**config.mk**
```make
export PLATFORM = sky130hd
export DESIGN_NAME = apt_ctrl
export DESIGN_NICKNAME = d
export VERILOG_FILES = /design/src/apt_pkg.sv /design/src/apt_ctrl.sv /design/src/apt_result_mem.sv /design/src/apt_trigger.sv
export VERILOG_INCLUDE_DIRS = /design/src
export SDC_FILE = /design/constraint.sdc
export NUM_CORES = 1
export LEC_CHECK = 0
export BUFFER_PORTS_ARGS = -buffer_cell sky130_fd_sc_hd__buf_2
export CAP_MARGIN = 5
export CELL_PAD_IN_SITES_DETAIL_PLACEMENT = 1
export CELL_PAD_IN_SITES_GLOBAL_PLACEMENT = 1
export CORE_MARGIN = 2
export CORE_UTILIZATION = 43
export CTS_CLUSTER_DIAMETER = 40
export DETAILED_ROUTE_END_ITERATION = 8
export HOLD_SLACK_MARGIN = 0.02
export PLACE_DENSITY_LB_ADDON = 0.05
export SYNTH_ARGS = -nofsm -noshare
export SYNTH_HDL_FRONTEND = slang
export SYNTH_SLANG_ARGS = --single-unit
```
**constraint.sdc**
```tcl
create_clock -name clock_i -period 2.67 [get_ports clock_i]
set_input_delay 0.1335 -clock clock_i [delete_from_list [all_inputs] [get_ports clock_i]]
set_output_delay 0.1335 -clock clock_i [all_outputs]
set_load 0.05 [all_outputs]
```
**src/apt_regs.svh**
```systemverilog
`ifndef APT_REGS_SVH
`define APT_REGS_SVH

// Register byte offsets on the APB.
`define APT_OFF_CTRL 8'h00
`define APT_OFF_TRIG 8'h04
`define APT_OFF_START 8'h08
`define APT_OFF_SEQ 8'h0C
`define APT_OFF_FLAGS 8'h10
`define APT_OFF_IST 8'h14
`define APT_OFF_IMASK 8'h18
`define APT_OFF_RES_BASE 8'h40

// Control register field positions.
`define APT_B_POWER_UP 7
`define APT_B_FAST_CLEAR 6
`define APT_B_WAIT_DOWN 5
`define APT_B_LEVEL 4
`define APT_B_POLARITY 3
`define APT_B_TRIG_EN 2
`define APT_B_SEQ_IE 1
`define APT_B_SEQ_FLAG 0

// Other field positions.
`define APT_B_KIND 7
`define APT_B_START 0
`define APT_B_SEQ_DONE 7

// Interrupt status bits.
`define APT_IRQ_SEQ 0
`define APT_IRQ_CONV 1
`define APT_IRQ_ABORT 2

// Reset values and counts.
`define APT_CTRL_RST 8'h00
`define APT_TRIG_RST 5'h00
`define APT_IRQ_RST 3'h0
`define APT_SEQ_LEN 4'h4
`define APT_DEDICATED_AVAIL 1'b1

`endif

```
**src/apt_pkg.sv**
```systemverilog
package apt_pkg;

  typedef struct packed {
    logic power_up;
    logic fast_flag_clear;
    logic wait_mode_power_down;
    logic trigger_level_not_edge;
    logic trigger_polarity;
    logic external_trigger_enable;
    logic sequence_done_irq_enable;
    logic flag_placeholder;
  } apt_ctrl_s;

  typedef struct packed {
    logic trigger_source_kind_select;
    logic [3:0] trigger_channel_select;
  } apt_trig_sel_s;

  typedef struct packed {
    logic valid;
    logic [3:0] slot;
    logic [9:0] data;
  } apt_conv_res_s;

  typedef enum logic [1:0] {seq_idle, seq_conv, seq_halt} apt_seq_e;

  function automatic logic apt_is_result(input logic [7:0] addr);
    return addr[7:6] == 2'h1;
  endfunction

endpackage

```
**src/apt_ctrl.sv**
```systemverilog
`include "apt_regs.svh"

module apt_ctrl (
  // Clock and reset
  input wire logic clock_i,
  input wire logic rst_i,
  // APB slave
  input wire logic psel_i,
  input wire logic penable_i,
  input wire logic pwrite_i,
  input wire logic [7:0] paddr_i,
  input wire logic [31:0] pwdata_i,
  output logic [31:0] prdata_o,
  output logic pready_o,
  output logic pslverr_o,
  // Converter
  output logic analog_power_o,
  output logic conv_req_o,
  output logic [3:0] conv_slot_o,
  input wire logic conv_done_i,
  input wire logic [9:0] conv_data_i,
  // Processor state
  input wire logic cpu_wait_i,
  // Trigger sources
  input wire logic [15:0] analog_pin_i,
  input wire logic [3:0] dedicated_trigger_i,
  output logic [15:0] digital_input_enable_o,
  // Interrupt
  output logic irq_o
);
  import apt_pkg::*;

  // Bus state.
  logic pready_next;
  logic pslverr_next;
  logic [31:0] prdata_next;
  logic access;
  logic done;
  logic wr;
  logic rd;
  logic mapped;
  logic res_hit;
  logic [3:0] res_idx;
  logic [9:0] res_data;

  // Register state.
  apt_ctrl_s ctrl_reg;
  apt_ctrl_s ctrl_next;
  apt_trig_sel_s trig_reg;
  apt_trig_sel_s trig_next;
  logic [2:0] ist_reg;
  logic [2:0] ist_next;
  logic [2:0] imask_reg;
  logic [2:0] imask_next;
  logic [2:0] events;

  // Flag state.
  logic [15:0] conv_flag_reg;
  logic [15:0] conv_flag_next;
  logic seq_done_reg;
  logic seq_done_next;
  logic armed_reg;
  logic armed_next;

  // Sequencer state.
  apt_seq_e state_reg;
  apt_seq_e state_next;
  logic [3:0] count_reg;
  logic [3:0] count_next;
  logic [3:0] done_cnt_reg;
  logic [3:0] done_cnt_next;
  logic abort;
  logic start;
  logic ext_start;
  logic halt;
  logic fire;
  logic seq_end;
  apt_conv_res_s mem_wr;

  // Output state.
  logic power_next;
  logic req_next;
  logic [3:0] slot_next;
  logic [15:0] dien_next;
  logic irq_next;

  apt_result_mem u_mem (
    .clock_i(clock_i),
    .rst_i(rst_i),
    .wr_i(mem_wr),
    .rd_addr_i(res_idx),
    .rd_data_o(res_data)
  );

  apt_trigger u_trig (
    .clock_i(clock_i),
    .rst_i(rst_i),
    .sel_i(trig_reg),
    .level_i(ctrl_reg.trigger_level_not_edge),
    .polarity_i(ctrl_reg.trigger_polarity),
    .analog_pin_i(analog_pin_i),
    .dedicated_trigger_i(dedicated_trigger_i),
    .fire_o(fire)
  );

  // Every transfer takes one wait state so result memory data can be registered.
  always_comb begin
    access = psel_i & penable_i;
    done = access & pready_o;
    wr = done & pwrite_i;
    rd = done & ~pwrite_i;
    res_hit = apt_is_result(paddr_i);
    res_idx = paddr_i[5:2];
    mapped = res_hit || paddr_i == `APT_OFF_CTRL || paddr_i == `APT_OFF_TRIG
      || paddr_i == `APT_OFF_START || paddr_i == `APT_OFF_SEQ
      || paddr_i == `APT_OFF_FLAGS || paddr_i == `APT_OFF_IST
      || paddr_i == `APT_OFF_IMASK;
    pready_next = access & ~pready_o;
    pslverr_next = access & ~pready_o & ~mapped;
    prdata_next = prdata_o;
    if (access && !pready_o) begin
      prdata_next = 32'h0000_0000;
      if (res_hit) begin
        prdata_next = {22'h00_0000, res_data};
      end else begin
        unique case (paddr_i)
          `APT_OFF_CTRL: prdata_next = {24'h00_0000, ctrl_reg[7:1],
            ctrl_reg.sequence_done_irq_enable & seq_done_reg};
          `APT_OFF_TRIG: prdata_next = {24'h00_0000, trig_reg.trigger_source_kind_select,
            3'h0, trig_reg.trigger_channel_select};
          `APT_OFF_START: prdata_next = {31'h0000_0000, state_reg != seq_idle};
          `APT_OFF_SEQ: prdata_next = {24'h00_0000, seq_done_reg, 3'h0, count_reg};
          `APT_OFF_FLAGS: prdata_next = {16'h0000, conv_flag_reg};
          `APT_OFF_IST: prdata_next = {29'h0000_0000, ist_reg};
          `APT_OFF_IMASK: prdata_next = {29'h0000_0000, imask_reg};
          default: prdata_next = 32'h0000_0000;
        endcase
      end
    end
  end

  // Writes to the control, trigger select and start words all abort, so software can
  // always bring the sequencer back to a known slot before it reconfigures anything.
  always_comb begin
    ctrl_next = ctrl_reg;
    trig_next = trig_reg;
    imask_next = imask_reg;
    if (wr && paddr_i == `APT_OFF_CTRL) begin
      ctrl_next = {pwdata_i[7:1], 1'b0};
    end
    if (wr && paddr_i == `APT_OFF_TRIG) begin
      trig_next = {pwdata_i[`APT_B_KIND], pwdata_i[3:0]};
    end
    if (wr && paddr_i == `APT_OFF_IMASK) begin
      imask_next = pwdata_i[2:0];
    end
    abort = wr && (paddr_i == `APT_OFF_CTRL || paddr_i == `APT_OFF_TRIG
      || paddr_i == `APT_OFF_START);
    start = wr && paddr_i == `APT_OFF_START && pwdata_i[`APT_B_START];
    halt = ctrl_reg.wait_mode_power_down & cpu_wait_i;
    // A trigger in the cycle of an aborting write is dropped, so the write always wins.
    // external trigger start
    ext_start = ctrl_reg.external_trigger_enable & fire & ~abort;
  end

  // Sequencer: the converter sees a held request and answers each conversion with a pulse.
  always_comb begin
    state_next = state_reg;
    count_next = count_reg;
    done_cnt_next = done_cnt_reg;
    mem_wr = '0;
    seq_end = 1'b0;
    unique case (state_reg)
      seq_idle: begin
        if (start || ext_start) begin
          state_next = seq_conv;
        end
      end
      seq_conv: begin
        if (abort) begin
          state_next = start ? seq_conv : seq_idle;
        end else if (halt) begin
          state_next = seq_halt;
        end else if (conv_done_i) begin
          mem_wr = {1'b1, count_reg, conv_data_i};
          count_next = count_reg + 4'h1;
          done_cnt_next = done_cnt_reg + 4'h1;
          if (done_cnt_reg + 4'h1 == `APT_SEQ_LEN) begin
            seq_end = 1'b1;
            state_next = seq_idle;
          end
        end
      end
      seq_halt: begin
        // The converter loses its half-done sample, so resuming repeats the same slot.
        // resume after wait
        if (abort) begin
          state_next = start ? seq_conv : seq_idle;
        end else if (!halt) begin
          state_next = seq_conv;
        end
      end
      default: begin
        state_next = seq_idle;
      end
    endcase
    // counter reset on abort or start
    if (abort || start || (state_reg == seq_idle && ext_start)) begin
      count_next = 4'h0;
      done_cnt_next = 4'h0;
    end
    // Clearing the power bit drops any sequence; nothing resumes when power returns.
    // powered down holds idle
    if (!ctrl_reg.power_up) begin
      state_next = seq_idle;
    end
  end

  // Flags are cleared first and set last, so a result that lands in the cycle of a
  // clear is never lost to software.
  always_comb begin
    conv_flag_next = conv_flag_reg;
    armed_next = armed_reg;
    seq_done_next = seq_done_reg;
    if (rd && paddr_i == `APT_OFF_FLAGS) begin
      armed_next = 1'b1;
    end
    // One status read arms exactly one result read; the next result needs a new status read.
    if (done && res_hit) begin
      if (ctrl_reg.fast_flag_clear) begin
        conv_flag_next[res_idx] = 1'b0;
      end else if (rd && armed_reg) begin
        conv_flag_next[res_idx] = 1'b0;
        armed_next = 1'b0;
      end
    end
    if (start) begin
      conv_flag_next = 16'h0000;
    end
    if (abort || (wr && paddr_i == `APT_OFF_SEQ && pwdata_i[`APT_B_SEQ_DONE])) begin
      seq_done_next = 1'b0;
    end
    // A completing conversion wins over a clear in the same cycle.
    if (mem_wr.valid) begin
      conv_flag_next[mem_wr.slot] = 1'b1;
    end
    if (seq_end) begin
      seq_done_next = 1'b1;
    end
    events = 3'h0;
    events[`APT_IRQ_SEQ] = seq_end;
    events[`APT_IRQ_CONV] = mem_wr.valid;
    events[`APT_IRQ_ABORT] = abort && state_reg != seq_idle;
    ist_next = ist_reg;
    if (wr && paddr_i == `APT_OFF_IST) begin
      ist_next = ist_reg & ~pwdata_i[2:0];
    end
    ist_next = ist_next | events;
  end

  // Outputs register the next-state values, so each pin moves in the same cycle as the
  // state it reports instead of trailing it by one clock.
  always_comb begin
    power_next = ctrl_next.power_up & ~halt;
    req_next = state_next == seq_conv && !halt;
    slot_next = count_next;
    dien_next = 16'h0000;
    if (ctrl_next.external_trigger_enable
        && !(trig_next.trigger_source_kind_select & `APT_DEDICATED_AVAIL)) begin
      dien_next[trig_next.trigger_channel_select] = 1'b1;
    end
    irq_next = (ctrl_next.sequence_done_irq_enable & seq_done_next)
      | (|(ist_next & imask_next));
  end

  always_ff @(posedge clock_i) begin
    if (rst_i) begin
      pready_o <= 1'b0;
      pslverr_o <= 1'b0;
      prdata_o <= 32'h0000_0000;
      ctrl_reg <= `APT_CTRL_RST;
      trig_reg <= `APT_TRIG_RST;
      ist_reg <= `APT_IRQ_RST;
      imask_reg <= `APT_IRQ_RST;
      conv_flag_reg <= 16'h0000;
      seq_done_reg <= 1'b0;
      armed_reg <= 1'b0;
      state_reg <= seq_idle;
      count_reg <= 4'h0;
      done_cnt_reg <= 4'h0;
      analog_power_o <= 1'b0;
      conv_req_o <= 1'b0;
      conv_slot_o <= 4'h0;
      digital_input_enable_o <= 16'h0000;
      irq_o <= 1'b0;
    end else begin
      pready_o <= pready_next;
      pslverr_o <= pslverr_next;
      prdata_o <= prdata_next;
      ctrl_reg <= ctrl_next;
      trig_reg <= trig_next;
      ist_reg <= ist_next;
      imask_reg <= imask_next;
      conv_flag_reg <= conv_flag_next;
      seq_done_reg <= seq_done_next;
      armed_reg <= armed_next;
      state_reg <= state_next;
      count_reg <= count_next;
      done_cnt_reg <= done_cnt_next;
      analog_power_o <= power_next;
      conv_req_o <= req_next;
      conv_slot_o <= slot_next;
      digital_input_enable_o <= dien_next;
      irq_o <= irq_next;
    end
  end
endmodule

```
**src/apt_result_mem.sv**
```systemverilog
module apt_result_mem (
  // Clock and reset
  input wire logic clock_i,
  input wire logic rst_i,
  // Write port
  input wire apt_pkg::apt_conv_res_s wr_i,
  // Read port
  input wire logic [3:0] rd_addr_i,
  output logic [9:0] rd_data_o
);
  import apt_pkg::*;

  logic [9:0] mem_reg [16];
  logic [9:0] rd_data_next;

  always_comb begin
    rd_data_next = mem_reg[rd_addr_i];
  end

  always_ff @(posedge clock_i) begin
    if (wr_i.valid) begin
      mem_reg[wr_i.slot] <= wr_i.data;
    end
    if (rst_i) begin
      rd_data_o <= 10'h000;
    end else begin
      rd_data_o <= rd_data_next;
    end
  end
endmodule

```
**src/apt_trigger.sv**
```systemverilog
`include "apt_regs.svh"
module apt_trigger (
  // Clock and reset
  input wire logic clock_i,
  input wire logic rst_i,
  // Configuration
  input wire apt_pkg::apt_trig_sel_s sel_i,
  input wire logic level_i,
  input wire logic polarity_i,
  // Sources
  input wire logic [15:0] analog_pin_i,
  input wire logic [3:0] dedicated_trigger_i,
  // Result
  output logic fire_o
);
  import apt_pkg::*;

  logic src;
  logic prev_reg;
  logic prev_next;
  logic kind;

  always_comb begin
    kind = sel_i.trigger_source_kind_select & `APT_DEDICATED_AVAIL;
    if (!kind) begin
      src = analog_pin_i[sel_i.trigger_channel_select];
    end else if (sel_i.trigger_channel_select[3:2] == 2'h0) begin
      src = dedicated_trigger_i[sel_i.trigger_channel_select[1:0]];
    end else begin
      src = 1'b0;
    end
    prev_next = src;
    if (level_i) begin
      fire_o = (src == polarity_i);
    end else if (polarity_i) begin
      fire_o = src & ~prev_reg;
    end else begin
      fire_o = ~src & prev_reg;
    end
  end

  always_ff @(posedge clock_i) begin
    if (rst_i) begin
      prev_reg <= 1'b0;
    end else begin
      prev_reg <= prev_next;
    end
  end
endmodule

```
* After elaboration in Yosys (flattened, before gate mapping)
Memories as Yosys holds them, arrays and structs flattened. A register that Yosys moved wholly into a read port is not among the register bits. Cells that the tools add are included.
Storage, ports and cells: register bits 100, memories 1, bits in read-only memories 0, output and inout port bits 57, bits in latches 0, RAM bits 160, logic and storage cells 174, bits of input ports 77
Memories:
- u_mem.mem_reg | depth 16, width 10, read ports 1, clocked after memory_dff 1, write ports 1, line apt_result_mem.sv:13 | logic [9:0] mem_reg [16];
Cells by class: eq/ne operators 12, multiply operators 0, reductions and logical operators 44, multiplexer cells 52, add/subtract/negate cells 2, shift operators 0, divide/modulo/power cells 0, order comparisons 8, bitwise operators 30
Operator list (number):
- one-hot mux 16 bit (7 select lines) | 1
- two-way mux 16 bit | 6
- two-way mux 15 bit | 4
- == test 8 x 5 -> 1 bit (second input constant) | 3
- two-way mux 1 bit | 23
- logical AND 1 bit | 20
- < comparator 4 x 5 -> 1 bit (second input constant) | 4
- AND 16 bit | 1
- == test 8 x 4 -> 1 bit (second input constant) | 2
- two-way mux 2 bit | 8
- NOT 16 bit | 1
- OR 16 bit | 1
- AND 1 bit | 14
- logical OR 1 bit | 13
- demux 1 bit (select 4 bit) | 3
- greater-or-equal comparator 4 x 1 -> 1 bit (second input constant) | 3
- adder 4 x 1 -> 4 bit (second input constant) | 2
- == test 8 x 3 -> 1 bit (second input constant) | 1
- zero test 8 bit | 1
- two-way mux 8 bit | 1
- NOT 1 bit | 8
- AND 3 bit | 2
- == test 2 x 1 -> 1 bit (second input constant) | 3
- two-way mux 3 bit | 2
- 17 further kinds | 21

* Depth between registers and ports, before layout
depth after elaboration 16, gate-level depth with buffers 9, mapped depth without buffers 6

* Modules after synthesis
A second synthesis with hierarchy kept.
Unflattened totals: cells, all modules 819, area, all modules 10792.9 um2
Modules (own cells, without submodules):
- apt_result_mem | area each 6528.8 um2, cells each 333, sequential area each 5004.8 um2, times used 1
- apt_ctrl | area each 4010.1 um2, cells each 463, sequential area each 1661.6 um2, times used 1
- apt_trigger | area each 254.0 um2, cells each 23, sequential area each 20.0 um2, times used 1

* Worst setup path after synthesis
OpenSTA, ideal clock, no wires.
kind flip-flop to flip-flop, start point reg pready_o, end point mem u_mem.mem_reg[0][0] (enable), period minus slack after synthesis 2.917 ns, cell stages (with the launch flop) 7, arrival time 2.527 ns, path buffers 1, setup slack -0.247 ns, library setup time 0.390 ns, required time 2.280 ns, path through dfxtp_1 -> and4_1 -> clkbuf_1 -> nand4_1 -> nand3_1 -> or3_1 -> nor3_1
Between the ends: cells in the longest elaborated chain, start to end 7
RTL lines:
- start, declared | line apt_ctrl.sv:14 | output logic pready_o,
- start signal, assigned | line apt_ctrl.sv:297 | pready_o <= pready_next;
- AND 1 bit (*) | line apt_ctrl.sv:109 | done = access & pready_o;
- AND 1 bit (*) | line apt_ctrl.sv:110 | wr = done & pwrite_i;
- logical AND 1 bit (*) | line apt_ctrl.sv:157 | abort = wr && (paddr_i == `APT_OFF_CTRL || paddr_i == `APT_OFF_TRIG
- two-way mux 15 bit (*) | line apt_ctrl.sv:180 | if (abort) begin
- two-way mux 15 bit (*) | line apt_ctrl.sv:173 | unique case (state_reg)
- two-way mux 1 bit | line apt_result_mem.sv:21 | if (wr_i.valid) begin
- two-way mux 1 bit (implied by the code) | line apt_result_mem.sv:22 | mem_reg[wr_i.slot] <= wr_i.data;
- end, declared | line apt_result_mem.sv:13
Every way passes the cells marked *; elsewhere a longest branch is shown, timed or not.

* Worst setup path in the final report
start point reg pready_o, end point mem u_mem.mem_reg[8][1] (enable)
The elaborated chain is that of the path after synthesis.

==> results_dict.tcl <==
set metrics [dict create \
    status "complete, no violations" \
    synthTopCellsByCount "160 x edfxtp_1, 94 x dfxtp_1, 74 x nor2_1" \
    synth_area_leaders "edfxtp_1 46%, dfxtp_1 18%, mux4_2 11%" \
    skew_ns 0.0243 \
    worst_slack_ns 0.187 \
    routed_wirelength_mm 28.2 \
    yosysTopAreaCell "edfxtp_1" \
    hold_path.class "input port to flip-flop" \
    synthesis.area_mm2 0.0104 \
    synth_area_per_cell_um2 14.1 \
    fin_crit_sh 0.930 \
    coreArea_mm2 0.0235 \
    fp.dieW_um 159 \
    antenna_found_initial 0 \
    end_kind "flip-flop" \
    ant_nets 0 \
    die_y_um 159 \
    num_io_pins 134 \
    whs_ns 0.0355 \
    cts_tree "built" \
    cp_common_cell "nand4_1" \
    crit_slowest_cell "nor3_1" \
    worst-path-stages 5 \
    ys_ff_latch 254 \
    grt_usage 0.227 \
    gp_congestion 0.857 \
    clock_latency_ns 0.52 \
    drv_cap 0 \
    reg2reg_depth 5 \
    grt_overflow 0 \
    internal_power_mw 7.67 \
    busiest_layer "met2" \
    power_density_mw_per_mm2 766 \
    start_util 0.440 \
    cp_top_family "simple AND/OR/NAND/NOR gates" \
    worst_pin_slew_ns 1.07 \
    synth-async-reset-ratio 0 \
    area_growth_pct 23.9 \
    ys_warn_count 0 \
    crit_arrival_ns 2.71 \
    cts_root_buffer "clkbuf_16" \
    seqPwrFrac 0.423 \
    fin_nets 962 \
    htree_levels 2 \
    synthCells 737 \
    insertedDiodeCount 0 \
    crit_buf_inv 1 \
    required_ns 2.89 \
    finalCriticalPeriod_ns 2.48 \
    finalCoreUtilization 0.545 \
    synthFlopType "edfxtp_1" \
    clock_power_share 0.534 \
    grt_pass1_vias 7259 \
    vias 6754 \
    drc 0 \
    totalPowerFinal_mw 9.83 \
    leakagePower_nw 4.46 \
    numCtsBuffers 39 \
    use_met1 0.273 \
    critPathMaxFanout 7 \
    drive_above_1_share 0.295 \
    synth-edff-count 160 \
    drt_pre_antenna_iters 4 \
    worstSetupPathType "flip-flop to flip-flop" \
    yosysMostFrequentCell "edfxtp_1" \
    rows 56 \
    die-area_mm2 0.0253 \
    grt_pass1_wl_mm 43.6 \
    largest_register_ffs 160 \
    path_cells "and4_1 -> nand4_1 -> nand4_1 -> nor3_1 -> buf_4" \
    pre_cts_ws_ns 0.222 \
    cpPeakStageDelay_ns 0.86 \
    cts.path.max_buffers 3 \
    finalMaxSlewViolations 0 \
    hold_viol 0 \
    drt_iter0_drc 348 \
    rsz0062_at_grt "no" \
    vias_per_cell 5.48 \
    cp-start-kind "flip-flop" \
    yosysUniqueCellTypes 57 \
    io_buffer_count 93 \
    p_switching_mw 2.15 \
    swShare 0.219 \
    peakVddDrop_uv 619 \
    post_cts_buffers 0 \
    fmax_ghz 0.403 \
    hold_depth 3 \
    use_met3 0.0479 \
    pwr-share-comb 0.043 \
    cts_sinks 254 \
    wl_per_cell_um 22.9 \
    ys_seq_area_frac 0.646 \
    maxSlewHeadroom 0.279 \
    finalSetupViolCount 0 \
    met2_usage 0.402 \
    hpwl_mm 18.4 \
    grt_start_max_net_pins 55 \
    fin_tns_setup_ns 0 \
    synth_top_area_frac 0.464 \
    clkTransAtPathRegs_ns 0.05 \
]
-- metal layers --
metal	routed length, um	share of wire	vias up
li1	-	-	3081
met1	11400	0.40	3403
met2	14400	0.51	202
met3	1440	0.051	68
met4	961	0.034	0
met5	0	0	-
-- cell type report --
cell class	count	area, um^2
Inverter	9	33.8
Timing Repair Buffer	147	921
Multi-Input combinational cell	432	3420
Clock inverter	27	352
Tap cell	319	399
Fill cell	2339	10700
Sequential cell	254	6690
Clock buffer	44	1020
-- cell families after synthesis --
family                   after synthesis  share of synthesized area
buffers and inverters                 66                     0.0307
adder cells (fa/ha/maj)                2                    0.00242
other                                  1                   0.000362
AO/OA/AOI/OAI                         97                     0.0643
multiplexers                          79                      0.138
XOR/XNOR                               6                    0.00507
AND/OR/NAND/NOR                      232                      0.113
flip-flops                           254                      0.646
-- worst paths after layout --
check	startpoint	to	slack (ns)
max	pready_o	u_mem.mem_reg[8][1]	0.19
min	pwdata_i[2]	ctrl_reg[2]	0.04
min reg2reg	prdata_o[10]	prdata_o[10]	0.45
max reg2reg	pready_o	u_mem.mem_reg[8][1]	0.19
-- cell usage in the layout, fill, tap and decap left out, drive strengths merged, types with 3 or more instances in the layout --
cell type / n
a22oi: 3
dlygate4sd3: 9
inv: 17
o211ai: 3
o31ai: 6
nand2: 44
clkbuf: 44
clkinv: 11
nor2: 74
dfxtp: 94
conb: 16
a31oi: 10
a21oi: 29
edfxtp: 160
nand3: 18
a32oi: 3
a211oi: 5
nand3b: 3
a221oi: 3
nand4: 10
buf: 138
nor3: 18
nor4: 4
o311ai: 3
o21ai: 9
a32o: 9
bufinv: 6
mux4: 51
mux2i: 26
or2: 3
and2: 20
nor2b: 20
nand2b: 6
xnor2: 6
nor3b: 3
a21boi: 3
-- through the flow --
stage / instances / cell area [um^2]
finish: 1232 / 12800
global route: 1232 / 12800
CTS: 1232 / 12800
detailed placement: 1152 / 11400
global placement: 1152 / 11400
floorplan: 752 / 10400
-- timing repair --
action,CTS,global route
endpoints found under the hold margin,11,0
endpoints found under the setup margin,0,2
hold buffers,9,0
resized for setup,0,1
-- power groups by stage --
stage	registers [mW]	logic [mW]	clock network (mW)
floorplan	4.28	0.253	0
global placement	4.24	0.407	0
detailed placement	4.24	0.411	0
CTS	4.16	0.422	5.35
global route	4.16	0.447	5.51
finish	4.16	0.418	5.25
-- worst register-to-register path: cells and delay by family, from the launching register on --
kind	cells	cell delay, ns
buf+inv	1	0.33
simple gates	4	1.53
flops	1	0.34
Note: power is estimated with default switching activity, not from simulation.
